$ cat config.mk
export PLATFORM = sky130hd
export DESIGN_NAME = sample_event_sequencer
export DESIGN_NICKNAME = d
export VERILOG_FILES = /design/src/core/sample_event_sequencer.v /design/src/core/pin_sync.v /design/src/core/tick_gen.v
export VERILOG_INCLUDE_DIRS = /design/src /design/src/core
export SDC_FILE = /design/constraint.sdc
export NUM_CORES = 1
export LEC_CHECK = 0
export ABC_AREA = 1
export BUFFER_PORTS_ARGS = -buffer_cell sky130_fd_sc_hd__buf_2
export CORE_ASPECT_RATIO = 2
export CORE_MARGIN = 4
export CORE_UTILIZATION = 30
export DETAILED_ROUTE_END_ITERATION = 6
export HOLD_SLACK_MARGIN = 0.12
export PLACE_DENSITY = 0.48
export SLEW_MARGIN = 20
export SYNTH_ARGS = -nofsm -noshare
export SYNTH_HDL_FRONTEND = slang
export SYNTH_SLANG_ARGS = --single-unit
$ cat constraint.sdc
create_clock -name hclk -period 3.1 [get_ports hclk]
set_input_delay 0.155 -clock hclk [delete_from_list [all_inputs] [get_ports hclk]]
set_output_delay 0.155 -clock hclk [all_outputs]
set_load 0.02 [all_outputs]
$ cat src/core/sequencer_regs.vh
`ifndef SEQUENCER_REGS_VH
`define SEQUENCER_REGS_VH
// ****************************************************************
// register offsets (byte addresses, one word each)
// ****************************************************************
`define REG_CTRL 8'h00
`define REG_INTERVAL 8'h04
`define REG_PULSE_TOTAL 8'h08
`define REG_VOLUME 8'h0C
`define REG_PRE_PURGE 8'h10
`define REG_POST_PURGE 8'h14
`define REG_BOTTLE 8'h18
`define REG_STATUS 8'h1C
`define REG_PULSE_COUNT 8'h20
`define REG_EVENT_COUNT 8'h24
// ****************************************************************
// field positions and widths
// ****************************************************************
`define CTRL_ENABLE 0
`define CTRL_FLOW_MODE 1
`define BOTTLE_SEL_LSB 0
`define BOTTLE_COUNT_LSB 8
`define BOTTLE_W 5
`define CNT_W 24
`define STATE_W 3
// ****************************************************************
// reset values
// ****************************************************************
`define RST_INTERVAL 24'h00003C
`define RST_PULSE_TOTAL 24'h00000A
`define RST_VOLUME 24'h000064
`define RST_PURGE 24'h00000A
`define RST_BOTTLE_COUNT 5'h18
// ****************************************************************
// timing: one pacing tick, in microseconds, and the clock rate
// ****************************************************************
`define TICK_US 1000
`define CLK_MHZ 20
`define TICK_CYCLES (`TICK_US * `CLK_MHZ)
`endif

$ cat src/core/sample_event_sequencer.v
// Implementation choices: the register offsets and the AHB-Lite register port.
`timescale 1ns/1ps
`include "sequencer_regs.vh"
// Contract
// - start event when selected pacing condition met
// - time pacing: trigger when timer reaches interval
// - flow pacing: count pulses, trigger at total
// - move distributor to bottle before pumping
// - reverse pump for pre-sample purge
// - then pump forward until liquid detected
// - measure volume from detection until delivered
// - reverse for post purge, then pump off
// - rearm pacing, return to waiting
module sample_event_sequencer
#(
	parameter TICK_CYCLES = `TICK_CYCLES
)
(
	input wire hclk,
	input wire hresetn,
	input wire hsel,
	input wire [31:0] haddr,
	input wire [1:0] htrans,
	input wire hwrite,
	input wire [2:0] hsize,
	input wire [31:0] hwdata,
	input wire hready,
	output wire hreadyout,
	output wire hresp,
	output reg [31:0] hrdata,
	input wire flow_pulse,
	input wire liquid_detect,
	input wire dist_in_place,
	output reg dist_move,
	output reg [4:0] dist_bottle,
	output reg pump_fwd,
	output reg pump_rev,
	output wire busy
);
	// ****************************************************************
	// states of one sample event
	// ****************************************************************
	localparam [2:0] ST_IDLE = 3'h0;
	localparam [2:0] ST_MOVE = 3'h1;
	localparam [2:0] ST_PRE = 3'h2;
	localparam [2:0] ST_FILL = 3'h3;
	localparam [2:0] ST_DELIVER = 3'h4;
	localparam [2:0] ST_POST = 3'h5;

	// ****************************************************************
	// declarations
	// ****************************************************************
	reg enable; // pacing armed
	reg flow_mode; // 1 flow pacing, 0 time pacing
	reg [23:0] interval; // ticks between time-paced events
	reg [23:0] pulse_total; // pulses per flow-paced event
	reg [23:0] volume; // forward ticks after liquid detection
	reg [23:0] pre_purge; // reverse ticks before filling
	reg [23:0] post_purge; // reverse ticks after delivery
	reg [4:0] bottle_sel; // bottle for the next event
	reg [4:0] bottle_count; // bottles in the rack
	reg [23:0] pulse_cnt; // running flow pulse total
	reg [23:0] time_cnt; // ticks since rearm
	reg [23:0] phase_cnt; // ticks inside the current step
	reg [15:0] event_cnt; // completed events
	reg [2:0] state; // sequencer state
	reg [7:0] addr_q; // latched address phase
	reg wr_q; // write pending in data phase
	reg flow_d; // previous synced flow level
	reg [23:0] phase_limit; // length of the current timed step
	wire [2:0] pins_s; // synchronised pins
	wire flow_s;
	wire liquid_s;
	wire place_s;
	wire tick;
	wire flow_rise;
	wire time_hit;
	wire pulse_hit;
	wire start;
	wire phase_done;
	wire rearm;
	wire addr_ok;
	wire wr_ctrl;
	wire wr_bottle;
	wire [4:0] bottle_next;
	reg [31:0] next_rdata;

	// ****************************************************************
	// pin synchronisers and tick divider
	// ****************************************************************
	pin_sync u_sync
	(
		.hclk(hclk),
		.hresetn(hresetn),
		.pin_in({dist_in_place, liquid_detect, flow_pulse}),
		.pin_sync_out(pins_s)
	);

	tick_gen #(.TICK_CYCLES(TICK_CYCLES)) u_tick
	(
		.hclk(hclk),
		.hresetn(hresetn),
		.tick(tick)
	);

	assign flow_s = pins_s[0];
	assign liquid_s = pins_s[1];
	assign place_s = pins_s[2];

	// ****************************************************************
	// ahb-lite slave: zero wait states, always okay
	// ****************************************************************
	assign hreadyout = 1'b1;
	assign hresp = 1'b0;
	assign addr_ok = hsel & hready & htrans[1];
	assign wr_ctrl = wr_q & (addr_q == `REG_CTRL);
	assign wr_bottle = wr_q & (addr_q == `REG_BOTTLE);

	// read mux, evaluated in the address phase so data come from a flop
	always @*
	begin
		next_rdata = 32'h00000000;
		case (haddr[7:0])
			`REG_CTRL: next_rdata = {30'h00000000, flow_mode, enable};
			`REG_INTERVAL: next_rdata = {8'h00, interval};
			`REG_PULSE_TOTAL: next_rdata = {8'h00, pulse_total};
			`REG_VOLUME: next_rdata = {8'h00, volume};
			`REG_PRE_PURGE: next_rdata = {8'h00, pre_purge};
			`REG_POST_PURGE: next_rdata = {8'h00, post_purge};
			`REG_BOTTLE: next_rdata = {19'h00000, bottle_count, 3'h0, bottle_sel};
			`REG_STATUS: next_rdata = {24'h000000, liquid_s, pump_rev, pump_fwd, dist_move, busy, state};
			`REG_PULSE_COUNT: next_rdata = {8'h00, pulse_cnt};
			`REG_EVENT_COUNT: next_rdata = {16'h0000, event_cnt};
			// unmapped offsets read zero
			default: next_rdata = 32'h00000000;
		endcase
	end

	// address phase capture and read data register
	always @(posedge hclk or negedge hresetn)
	begin
		if (!hresetn)
		begin
			addr_q <= 8'h00;
			wr_q <= 1'b0;
			hrdata <= 32'h00000000;
		end
		else
		begin
			wr_q <= addr_ok & hwrite;
			if (addr_ok)
				addr_q <= haddr[7:0];
			if (addr_ok & ~hwrite)
				hrdata <= next_rdata;
		end
	end

	// software-written configuration, applied in the data phase
	always @(posedge hclk or negedge hresetn)
	begin
		if (!hresetn)
		begin
			enable <= 1'b0;
			flow_mode <= 1'b0;
			interval <= `RST_INTERVAL;
			pulse_total <= `RST_PULSE_TOTAL;
			volume <= `RST_VOLUME;
			pre_purge <= `RST_PURGE;
			post_purge <= `RST_PURGE;
			bottle_count <= `RST_BOTTLE_COUNT;
		end
		else if (wr_q)
		begin
			case (addr_q)
				`REG_CTRL:
				begin
					enable <= hwdata[`CTRL_ENABLE];
					flow_mode <= hwdata[`CTRL_FLOW_MODE];
				end
				`REG_INTERVAL: interval <= hwdata[23:0];
				`REG_PULSE_TOTAL: pulse_total <= hwdata[23:0];
				`REG_VOLUME: volume <= hwdata[23:0];
				`REG_PRE_PURGE: pre_purge <= hwdata[23:0];
				`REG_POST_PURGE: post_purge <= hwdata[23:0];
				`REG_BOTTLE: bottle_count <= hwdata[`BOTTLE_COUNT_LSB+4:`BOTTLE_COUNT_LSB];
				// writes elsewhere are ignored
				default: enable <= enable;
			endcase
		end
	end

	// ****************************************************************
	// pacing: time interval and flow pulse total
	// ****************************************************************
	assign flow_rise = flow_s & ~flow_d;
	assign time_hit = (time_cnt >= interval);
	// a zero total would fire every cycle, so it disarms flow pacing
	assign pulse_hit = (pulse_total != 24'h000000) & (pulse_cnt >= pulse_total);
	assign start = enable & (state == ST_IDLE) & (flow_mode ? pulse_hit : time_hit);
	assign busy = (state != ST_IDLE);

	// flow pulses count in every state; start takes one total off, so
	// pulses seen during an event carry into the next interval
	always @(posedge hclk or negedge hresetn)
	begin
		if (!hresetn)
		begin
			flow_d <= 1'b0;
			pulse_cnt <= 24'h000000;
		end
		else
		begin
			flow_d <= flow_s;
			if (start & flow_mode)
				pulse_cnt <= pulse_cnt - pulse_total + {23'h000000, flow_rise};
			else if (flow_rise)
				pulse_cnt <= pulse_cnt + 24'h000001;
		end
	end

	// interval timer: saturates at the interval, cleared when rearmed
	always @(posedge hclk or negedge hresetn)
	begin
		if (!hresetn)
			time_cnt <= 24'h000000;
		else if (rearm)
			time_cnt <= 24'h000000;
		else if (tick & ~time_hit)
			time_cnt <= time_cnt + 24'h000001;
	end

	// ****************************************************************
	// timed steps: length of the step in progress
	// ****************************************************************
	always @*
	begin
		phase_limit = 24'h000000;
		case (state)
			ST_PRE: phase_limit = pre_purge;
			ST_DELIVER: phase_limit = volume;
			ST_POST: phase_limit = post_purge;
			default: phase_limit = 24'h000000;
		endcase
	end

	assign phase_done = (phase_cnt >= phase_limit);
	assign rearm = (state == ST_POST) & phase_done;
	assign bottle_next = (bottle_sel + 5'h01 >= bottle_count) ? 5'h00 : bottle_sel + 5'h01;

	// ****************************************************************
	// sample event sequencer
	// ****************************************************************
	always @(posedge hclk or negedge hresetn)
	begin
		if (!hresetn)
		begin
			state <= ST_IDLE;
			phase_cnt <= 24'h000000;
			dist_move <= 1'b0;
			dist_bottle <= 5'h00;
			pump_fwd <= 1'b0;
			pump_rev <= 1'b0;
		end
		else
		begin
			case (state)
				// idle: pump stopped, distributor left alone
				ST_IDLE:
				begin
					pump_fwd <= 1'b0;
					pump_rev <= 1'b0;
					phase_cnt <= 24'h000000;
					if (start)
					begin
						state <= ST_MOVE;
						dist_move <= 1'b1;
						dist_bottle <= bottle_sel;
					end
				end
				// wait for the arm to report the bottle reached
				ST_MOVE:
				begin
					if (place_s)
					begin
						dist_move <= 1'b0;
						pump_rev <= 1'b1;
						state <= ST_PRE;
					end
				end
				// air purge of the intake line
				ST_PRE:
				begin
					if (phase_done)
					begin
						pump_rev <= 1'b0;
						pump_fwd <= 1'b1;
						phase_cnt <= 24'h000000;
						state <= ST_FILL;
					end
					else if (tick)
						phase_cnt <= phase_cnt + 24'h000001;
				end
				// fill the line; no time limit, the detector must trip
				ST_FILL:
				begin
					phase_cnt <= 24'h000000;
					if (liquid_s)
						state <= ST_DELIVER;
				end
				// volume is measured only from the detector trip
				ST_DELIVER:
				begin
					if (phase_done)
					begin
						pump_fwd <= 1'b0;
						pump_rev <= 1'b1;
						phase_cnt <= 24'h000000;
						state <= ST_POST;
					end
					else if (tick)
						phase_cnt <= phase_cnt + 24'h000001;
				end
				// post purge, then pump off and wait again
				ST_POST:
				begin
					if (phase_done)
					begin
						pump_rev <= 1'b0;
						phase_cnt <= 24'h000000;
						state <= ST_IDLE;
					end
					else if (tick)
						phase_cnt <= phase_cnt + 24'h000001;
				end
				default:
				begin
					state <= ST_IDLE;
					dist_move <= 1'b0;
					pump_fwd <= 1'b0;
					pump_rev <= 1'b0;
				end
			endcase
		end
	end

	// bottle pointer and event count; the advance at the end of an
	// event wins over a software write in the same cycle
	always @(posedge hclk or negedge hresetn)
	begin
		if (!hresetn)
		begin
			bottle_sel <= 5'h00;
			event_cnt <= 16'h0000;
		end
		else if (rearm)
		begin
			bottle_sel <= bottle_next;
			event_cnt <= event_cnt + 16'h0001;
		end
		else if (wr_bottle)
			bottle_sel <= hwdata[`BOTTLE_SEL_LSB+4:`BOTTLE_SEL_LSB];
	end
endmodule

$ cat src/core/pin_sync.v
`timescale 1ns/1ps
// ****************************************************************
// two-stage synchroniser for a group of pin inputs
// ****************************************************************
module pin_sync
(
	input wire hclk,
	input wire hresetn,
	input wire [2:0] pin_in,
	output reg [2:0] pin_sync_out
);
	reg [2:0] meta; // first stage, read only by the second stage

	// both stages start at zero, no pin is seen during reset
	always @(posedge hclk or negedge hresetn)
	begin
		if (!hresetn)
		begin
			meta <= 3'h0;
			pin_sync_out <= 3'h0;
		end
		else
		begin
			meta <= pin_in;
			pin_sync_out <= meta;
		end
	end
endmodule

$ cat src/core/tick_gen.v
`timescale 1ns/1ps
// ****************************************************************
// free-running divider giving one pacing tick pulse
// ****************************************************************
module tick_gen
#(
	parameter TICK_CYCLES = 20000
)
(
	input wire hclk,
	input wire hresetn,
	output reg tick
);
	// the count is worked out at full width, then cut to the divider on purpose
	localparam [31:0] LAST_WIDE = TICK_CYCLES - 1;
	localparam [15:0] LAST = LAST_WIDE[15:0];
	reg [15:0] div; // cycles since the last tick

	// tick is a one-cycle pulse every TICK_CYCLES clocks
	always @(posedge hclk or negedge hresetn)
	begin
		if (!hresetn)
		begin
			div <= 16'h0000;
			tick <= 1'b0;
		end
		else if (div >= LAST)
		begin
			div <= 16'h0000;
			tick <= 1'b1;
		end
		else
		begin
			div <= div + 16'h0001;
			tick <= 1'b0;
		end
	end
endmodule

**Word level (Yosys, flattened, before mapping)**

Index checks and enable logic that the tools add are counted.

- Add/subtract/negate cells: 8
- Order comparisons: 5
- Equality and inequality tests: 28
- Muxes and demuxes: 30
- Bitwise operators: 18
- Reduce and logical (&&, ||, !) cells: 27

Operators with widths:

| kind | count |
|---|---|
| $pmux 24 s10 | 1 |
| $mux 24 | 6 |
| $add 24x1->24 const B | 3 |
| $ge 24x24->1 | 3 |
| $pmux 24 s3 | 1 |
| $eq 8x5->1 const B | 7 |
| $pmux 24 s2 | 1 |
| $add 16x1->16 const B | 2 |
| $eq 8x4->1 const B | 4 |
| $add 24x1->24 | 1 |
| $reduce_bool 24->1 | 1 |
| $sub 24x24->24 | 1 |
| $mux 3 | 6 |
| $pmux 3 s6 | 1 |
| $reduce_and 2->1 | 9 |
| $eq 8x3->1 const B | 2 |
| $eq 8x6->1 const B | 2 |
| $ge 16x15->1 const B | 1 |
| $logic_not 8->1 | 2 |
| $mux 16 | 1 |
| $mux 5 | 3 |
| $and 1x1->1 | 12 |
| $ne 2x2->1 const B | 4 |
| $reduce_bool 2->1 | 4 |
| other kinds (19) | 38 |

- Register bits: 296
- Input port bits: 77
- Output and inout bits: 43
- Word-level logic and storage cells: 142

**Depth between registers and ports, before layout**

Gate-level depths: netlist of run 1.

- Depth in word-level cells: 6
- Mapped depth: 25
- Gate-level depth less buffers: 23

**Hierarchy**

Synthesis of run 1 repeated with hierarchy kept, for this count alone.

- Cell total of the unflattened synthesis: 2,472
- Area, all modules: 18,545.3 um^2

Modules (own cells, without submodules):

| module | instances | cells each | area each (um^2) | seq. area each (um^2) |
|---|---|---|---|---|
| sample_event_sequencer | 1 | 2,344 | 17,486.8 | 6,650.1 |
| tick_gen | 1 | 122 | 908.4 | 425.4 |
| pin_sync | 1 | 6 | 150.1 | 150.1 |

**Worst setup path before layout of run 1**

Ideal clock, no wire load.

- Kind: register -> register
- Start: register state[0]
- End: register event_cnt[15]
- Library setup time: 0.123 ns
- Data arrival time: 2.755 ns
- Required time: 2.977 ns
- Setup slack: 0.222 ns
- Stages on the path, launching flop included: 21
- Buffers on the path: 1
- Clock period less this slack: 2.878 ns
- Cells stage by stage: dfrtp_1 inv_1 nor2_1 inv_1 nor2_2 inv_1 clkbuf_1 o211ai_1 nand2_1 ha_1 nand2_1 nor2_1 nand4_1 nor2_1 nand2_1 nand3_2 nand2_4 nor2_2 nand3_1 o21ai_0 nand2_1

- Word-level cells in the longest chain between the ends: 4
- Elaborated cells between the ends (all ways): 6
- Those cells by class: order compare (1); eq/ne (3); mux (1); bitwise (1)

RTL lines:

| what | line | source |
|---|---|---|
| from (decl) | sample_event_sequencer.v:66 | `reg [2:0] state;` |
| from (signal assigned) | sample_event_sequencer.v:257 | `state <= ST_IDLE;` |
| from (signal assigned) | sample_event_sequencer.v:275 | `state <= ST_MOVE;` |
| from (signal assigned) | sample_event_sequencer.v:287 | `state <= ST_PRE;` |
| $eq 3x3->1 (tied with other cells) | sample_event_sequencer.v:238, sample_event_sequencer.v:247 |  |
| $pmux 24 s3 | sample_event_sequencer.v:238 | `case (state)` |
| $ge 24x24->1 | sample_event_sequencer.v:246 | `assign phase_done = (phase_cnt >= phase_limit);` |
| $and 1x1->1 * | sample_event_sequencer.v:247 | `assign rearm = (state == ST_POST) & phase_done;` |
| to (signal assigned) | sample_event_sequencer.v:358 | `event_cnt <= event_cnt + 16'h0001;` |
| to (decl) | sample_event_sequencer.v:65 | `reg [15:0] event_cnt;` |

Mark *: on every way between the ends. The rest lies on a longest branch, timed or not.
A chain may end at the register's enable or synchronous reset.

**Worst setup path after layout of run 1**

- Start: register state[1]
- End: register phase_cnt[9]

- Word-level cells in the longest chain between the ends: 5
- Elaborated cells between the ends (all ways): 14
- Those cells by class: order compare (1); eq/ne (5); mux (3); reduce/logical (5)

RTL lines:

| what | line | source |
|---|---|---|
| $eq 3x3->1 or $eq 3x2->1 (tied branches) | sample_event_sequencer.v:238, sample_event_sequencer.v:266 |  |
| $pmux 24 s3 | sample_event_sequencer.v:238 |  |
| $ge 24x24->1 | sample_event_sequencer.v:246 |  |
| $mux 24 or $ne 3x1->1 (tied branches) | -- |  |
| $pmux 24 s2 or $reduce_and 2->1 (tied branches) | -- |  |
| to (signal assigned) | sample_event_sequencer.v:301 | `phase_cnt <= phase_cnt + 24'h000001;` |
| to (signal assigned) | sample_event_sequencer.v:321 | `phase_cnt <= phase_cnt + 24'h000001;` |
| to (signal assigned) | sample_event_sequencer.v:333 | `phase_cnt <= phase_cnt + 24'h000001;` |
| to (decl) | sample_event_sequencer.v:64 | `reg [23:0] phase_cnt;` |

Parallel ways exist; a longest one is shown, timed or not.

==> flow_metrics.py, run 1 <==
metrics = {
    "floorplan": {
        "core_um2": 60200,
        "rows": 127,
        "dieWidth_um": 183,
        "die_y_um": 357,
        "ioPinCount": 120,
        "start_util_pct": 30.4,
        "die_area_um2": 65200,
    },
    "global_routing": {
        "use_met2_pct": 42.8,
        "grt_max_degree": 61,
        "antenna_found_initial": 0,
        "grt_pass1_wl_mm": 108,
        "grt_pass1_vias": 18100,
        "grt_usage_pct": 21.6,
        "gr-total-overflow": 0,
        "use_met3_pct": 1.83,
        "grt_busiest_layer": "met2",
        "met1_usage_pct": 21.6,
    },
    "clock_tree": {
        "numCtsBuffers": 31,
        "clkLatencyLatePin_ns": 0.61,
        "htreeDepth": 1,
        "clockRootBuffer": "clkbuf_16",
        "clock-sinks": 288,
        "clockBufferDepth": 3,
        "clk_pin_slew_ns": 0.07,
        "cts_tree": "built",
    },
    "finish": {
        "seq_area_um2": 7230,
        "fillers": 6219,
        "nNetsFinal": 2831,
        "post-route-util_pct": 38.0,
        "multi_input_area_um2": 10100,
        "area_growth_pct": 25.2,
        "drive_above_1_share_pct": 17.0,
        "fin_area_um2": 22900,
        "instances_no_fill": 3433,
        "antennaDiodeCount": 0,
    },
    "timing": {
        "hold_violations": 0,
        "skew_ns": 0.0230,
        "setup_viol": 65,
        "finalCriticalPeriod_ns": 3.27,
        "rsz0062_at_grt": "true",
        "max_freq_mhz": 305,
        "post-route-period-util_pct": 106,
        "slew-limit-headroom_pct": 48.2,
        "setup_slack_ns": -0.174,
        "worst_pin_slew_ns": 0.774,
        "drv_slew": 0,
    },
    "routing": {
        "routed-via-count": 17300,
        "final_antenna_net_count": 0,
        "via_per_inst": 5.05,
        "drc": 0,
        "wirelength_mm": 72.1,
        "dr.pass1.iters": 5,
        "drt_iter0_drc": 866,
        "wire_per_inst_um": 21.0,
    },
    "synthesis": {
        "synth_seq_cells": 288,
        "synth-edff-count": 0,
        "async_flop_share_pct": 100,
        "yosysTopAreaCellShare_pct": 37.3,
        "synth_warnings": 0,
        "yosysTopAreaCell": "dfrtp_1",
        "post-synth-top-count-cell": "nand2_1",
        "synth-main-ff-cell": "dfrtp_1",
        "synth_area_leaders": "dfrtp_1 37%, nand2_1 13%, ha_1 7.4%, inv_1 6.7%, o21ai_0 5.3%",
        "synth_area_um2": 18300,
        "ys_seq_area_share_pct": 39.5,
        "synth_commonest_cells": "653 x nand2_1, 327 x inv_1, 273 x dfrtp_1, 193 x o21ai_0, 160 x nor2_1",
        "avgSynthCellArea_um2": 7.61,
        "synthCells": 2405,
        "yosysUniqueCellTypes": 60,
    },
    "setup_path": {
        "end_kind": "register",
        "arrival_ns": 3.77,
        "crit_type": "register to register",
        "cp-start-kind": "register",
        "cp_max_fo": 7,
        "required_ns": 3.60,
    },
    "pwr": {
        "p_sw_share_pct": 40.7,
        "sequentialPowerShare_pct": 30.2,
        "power_frac_comb_pct": 45.2,
        "ir_worst_vdd_mv": 0.653,
        "p_per_area_nw_per_um2": 700,
        "power.net_switching_mw": 6.53,
        "pwr-share-clk_pct": 24.6,
        "p_int_mw": 9.51,
        "p_leak_nw": 11.6,
    },
    "placement": {
        "place_congestion": 0.959,
        "pre_cts_ws_ns": -0.197,
        "place.port_buffers": 73,
        "hpwl_mm": 56.8,
        "dpl-instance-area_um2": 20100,
        "post-place-cells": 3286,
    },
    "outcome": {
        "outcome": "finished, violations left",
        "violations": "setup timing",
    },
    "hold_path": {
        "hold_class": "input port to register",
    },
    "job": {
        "cap_violations": 0,
    },
}
-- worst max-delay path: stages, from the launching register on --
cell and delay [ns]:
dfrtp_2 0.44, buf_6 0.13, nor2_4 0.07, inv_2 0.05
nor2_4 0.15, inv_2 0.08, buf_12 0.14, o221ai_2 0.12
nand2_1 0.09, ha_1 0.30, nand2_2 0.09, nor2_4 0.04
nand4_1 0.17, inv_2 0.10, a21oi_4 0.17, nand3_2 0.12
buf_4 0.15, buf_6 0.12, inv_4 0.05, nand2_4 0.05
nand2_4 0.10, nand2_8 0.12, clkbuf_16 0.20, nand2_1 0.05
o21ai_1 0.05
-- state kept, by name, summed over array words and instances (netlist names), 3 cells and up --
| signal | count |
|---|---|
| event_cnt | 16 |
| volume | 24 |
| phase_cnt | 24 |
| state | 3 |
| interval | 24 |
| u_sync.pin_sync_out | 3 |
| pre_purge | 24 |
| u_tick.div | 16 |
| post_purge | 24 |
| addr_q | 8 |
| bottle_count | 5 |
| hrdata | 24 |
| pulse_cnt | 24 |
| time_cnt | 24 |
| bottle_sel | 5 |
| dist_bottle | 5 |
| pulse_total | 24 |
| u_sync.meta | 3 |
-- timing repair --
item | CTS | global route
buffers inserted | 19 | 19
pin swaps | 16 | 45
gates resized for setup | 74 | 141
hold buffers | 48 | 0
cloned | 2 | 2
setup endpoints to repair | 67 | 80
endpoints found under the hold margin | 394 | 0
-- metal layers --
layer	share of wire, %	vias to the layer above
met1	34	8436
met4	6.5	0
met5	0	-
met3	3.5	166
met2	56	454
li1	-	8278
-- placed cells by master, fill, tap and decap left out, types with 15 or more instances in the layout --
cell,instances
ha_1,100
dlygate4sd3_1,48
nor2_1,143
a21oi_1,65
buf_2,72
o21ai_1,35
clkbuf_16,33
dfrtp_1,270
nor4_1,15
nand4_1,32
nand3_1,94
inv_1,317
nor2_4,15
nand2_2,28
dfstp_2,15
o21ai_0,180
buf_4,105
buf_6,18
nand2_1,622
xor2_1,79
o21ai_2,21
nor3_1,51
o22ai_1,35
-- power by group through the flow --
stage / registers, mW / clock network (mW) / logic (mW)
finish: 4.85 / 3.94 / 7.25
global route: 4.91 / 4.18 / 7.95
CTS: 4.83 / 4.05 / 6.53
detailed placement: 4.89 / 0 / 5.66
global placement: 4.88 / 0 / 5.59
floorplan: 4.80 / 0 / 3.31
-- area by class of cell --
type                       count  area share [%]
tap                          774            4.23
timing repair buffer         263            9.77
clock buffer                  40            3.58
multi-input combinational   1712            44.2
clock inverter                18           0.984
inverter                     338            5.67
sequential                   288            31.6
-- metrics by stage --
| stage | setup TNS (ns) | power [mW] | hold WS, ns |
|---|---|---|---|
| floorplan | 0 | 8.11 | -0.141 |
| global placement | -4.91 | 10.5 | 0.148 |
| detailed placement | -7.40 | 10.6 | 0.150 |
| CTS | -1.29 | 15.4 | 0.168 |
| global route | -21.01 | 17.0 | 0.197 |
| finish | -6.31 | 16.0 | 0.206 |
-- worst paths after layout --
kind | from | to | slack, ns | cells past startpoint
max reg2reg | state[1] | phase_cnt[9] | -0.17 | 24
min | flow_pulse | u_sync.meta[0] | 0.21 | 2
min in group asynchronous | hresetn | post_purge[21] | 0.60 | 3
max in group asynchronous | hresetn | volume[21] | 1.01 | 4
max | state[1] | phase_cnt[9] | -0.17 | 24
min reg2reg | u_sync.meta[0] | u_sync.pin_sync_out[0] | 0.35 | 0
-- cell families (layout without fill, tap and decap cells) --
family	after synthesis	count (layout)	synth area share, %
fa+ha+maj	120	120	8.70
compound gates	423	423	13.2
flops	288	288	39.5
other cells	2	11	0.0411
xor+xnor	91	91	4.36
buf+inv	414	659	9.06
simple gates	1067	1067	25.1
Note: power is estimated with default switching activity, not from simulation.
==> inputs of run 2 (changes only) <==
RECOVER_POWER = 50   (was unset)
==> run 2 against run 1 <==
The run ends with capacitance limit, slew limit, setup timing left. Sequential cell count unchanged. Setup slack improved by 0.010 ns. Worst hold slack improved by 0.0016 ns. Sequential share of layout area increased by 0.12 points. Final cell count unchanged. Power decreased by 0.19%. Register-to-register slack about the same. Die area unchanged. Via count increased by 0.14%. Highest routed layer unchanged.
==> flow_metrics.py, run 2 (same netlist as run 1, synthesis figures left out) <==
metrics = {
    "setup_path": {
        "required_ns": 3.60,
        "cp_slowest_cell": "dfrtp_2",
        "crit_type": "register to register",
        "arrival_ns": 3.76,
        "r2r-start": "state[1]",
        "cp-endpoint": "phase_cnt[9]",
        "end_kind": "register",
        "r2r-end": "phase_cnt[9]",
        "r2r_cells": 24,
        "cp-start-kind": "register",
        "r2r_slack_ns": -0.16,
        "crit_chain": "buf_6 > nor2_4 > inv_2 > nor2_4 > inv_2 > buf_12 > o221ai_2 > nand2_1 > ha_1 > nand2_2 > nor2_4 > nand4_1 > inv_2 > a21oi_4 > nand3_2 > buf_4 > buf_6 > inv_4 > nand2_4 > nand2_4 > nand2_8 > clkbuf_16 > nand2_1 > o21ai_1",
        "cp_max_fo": 7,
        "crit_start": "state[1]",
        "cpPeakStageDelay_ns": 0.44,
    },
    "floorplan": {
        "core_um2": 60200,
        "rows": 127,
        "dieWidth_um": 183,
        "start_util_pct": 30.4,
        "die_area_um2": 65200,
        "ioPinCount": 120,
        "die_y_um": 357,
    },
    "pwr": {
        "p_leak_nw": 11.4,
        "pwr-share-clk_pct": 24.6,
        "p_int_mw": 9.48,
        "power.net_switching_mw": 6.52,
        "ir_worst_vdd_mv": 0.649,
        "p_total_mw": 16.0,
        "p_per_area_nw_per_um2": 702,
        "p_sw_share_pct": 40.8,
        "power_frac_comb_pct": 45.1,
        "sequentialPowerShare_pct": 30.3,
    },
    "clock_tree": {
        "clk_pin_slew_ns": 0.07,
        "clockBufferDepth": 3,
        "clockRootBuffer": "clkbuf_16",
        "htreeDepth": 1,
        "clock-sinks": 288,
        "clkLatencyLatePin_ns": 0.62,
        "cts_tree": "built",
        "numCtsBuffers": 31,
    },
    "global_routing": {
        "grt_max_degree": 61,
        "use_met3_pct": 1.83,
        "met1_usage_pct": 21.6,
        "grt_usage_pct": 21.6,
        "use_met2_pct": 42.8,
        "grt_busiest_layer": "met2",
        "antenna_found_initial": 0,
        "grt_pass1_vias": 18100,
        "gr-total-overflow": 0,
        "grt_pass1_wl_mm": 108,
    },
    "finish": {
        "mostFrequentLayoutCells": "622 x nand2_1, 317 x inv_1, 270 x dfrtp_1, 180 x o21ai_0, 143 x nor2_1",
        "nNetsFinal": 2831,
        "area_growth_pct": 24.7,
        "final_common_cell": "nand2_1",
        "antennaDiodeCount": 0,
        "drive_above_1_share_pct": 15.7,
    },
    "timing": {
        "max_freq_mhz": 306,
        "hold_violations": 0,
        "setup_viol": 65,
        "drv_slew": 55,
        "holdWs_ns": 0.207,
        "setup_slack_ns": -0.163,
        "post-route-period-util_pct": 105,
        "finalSetupTns_ns": -5.75,
        "worst_pin_slew_ns": 1.70,
        "finalCriticalPeriod_ns": 3.26,
        "slew-limit-headroom_pct": -13.0,
        "skew_ns": 0.0274,
        "rsz0062_at_grt": "true",
    },
    "placement": {
        "place_congestion": 0.959,
        "hpwl_mm": 56.8,
        "pre_cts_ws_ns": -0.197,
        "place.port_buffers": 73,
    },
    "routing": {
        "dr.pass1.iters": 5,
        "final_antenna_net_count": 0,
        "wire_per_inst_um": 21.0,
        "drt_iter0_drc": 971,
        "drc": 0,
        "routed-via-count": 17400,
        "via_per_inst": 5.06,
        "wirelength_mm": 72.1,
    },
    "job": {
        "cap_violations": 1,
    },
    "hold_path": {
        "hold_depth": 2,
        "hold_class": "input port to register",
    },
    "outcome": {
        "outcome": "finished, violations left",
        "violations": "capacitance limit, slew limit, setup timing",
    },
}
-- run 2: power groups by stage --
stage / combinational [mW] / clock [mW] / sequential (mW)
2_1_floorplan: 3.31 / 0 / 4.80
4_1_cts: 6.53 / 4.05 / 4.83
3_5_place_dp: 5.66 / 0 / 4.89
6_report: 7.22 / 3.94 / 4.85
3_3_place_gp: 5.59 / 0 / 4.88
5_1_grt: 7.93 / 4.18 / 4.91
-- run 2: layout make-up --
cell class	count	area [µm²]
clock inverter	18	225
tap	774	968
timing repair buffer	263	2150
sequential	288	7230
fill	6238	37400
inverter	338	1300
clock buffer	40	820
multi-input combinational	1712	10100
-- run 2: per-stage QoR --
stage          util [%]  area (µm²)  instances
2_1_floorplan         -       18300       2414
3_3_place_gp       33.5       20100       3286
3_5_place_dp       33.5       20100       3286
4_1_cts            36.8       22200       3413
5_1_grt            37.9       22800       3433
6_report           37.9       22800       3433
-- run 2: what timing repair did --
item,CTS,global route
resized for setup,74,141
endpoints found under the hold margin,394,0
pin swaps,16,45
buffers inserted,19,19
endpoints found under the setup margin,67,80
gates cloned,2,2
hold buffers,48,0
-- run 2: worst max-delay path, delay by kind of cell, from the launching register on --
kind                     cells  cell delay [ns]
adder cells (fa/ha/maj)      1             0.30
AND/OR/NAND/NOR             11             1.04
AO/OA/AOI/OAI                3             0.34
buffers and inverters        9             1.01
flip-flops                   1             0.44
-- run 2: how the worst min path moves through the flow --
stage	from	end	slack, ns
4_1_cts	flow_pulse	u_sync.meta[0]	0.17
3_5_place_dp	hresetn	pulse_cnt[21]	0.15
6_report	flow_pulse	u_sync.meta[0]	0.21
2_1_floorplan	hresetn	addr_q[0]	-0.14
3_3_place_gp	hresetn	pulse_cnt[21]	0.15
5_1_grt	liquid_detect	u_sync.meta[1]	0.20
-- run 2: metal layers --
layer	share of wire, %	wire length (µm)
met1	34	24400
met2	56	40500
met3	3.4	2480
met4	6.5	4690
met5	0	0
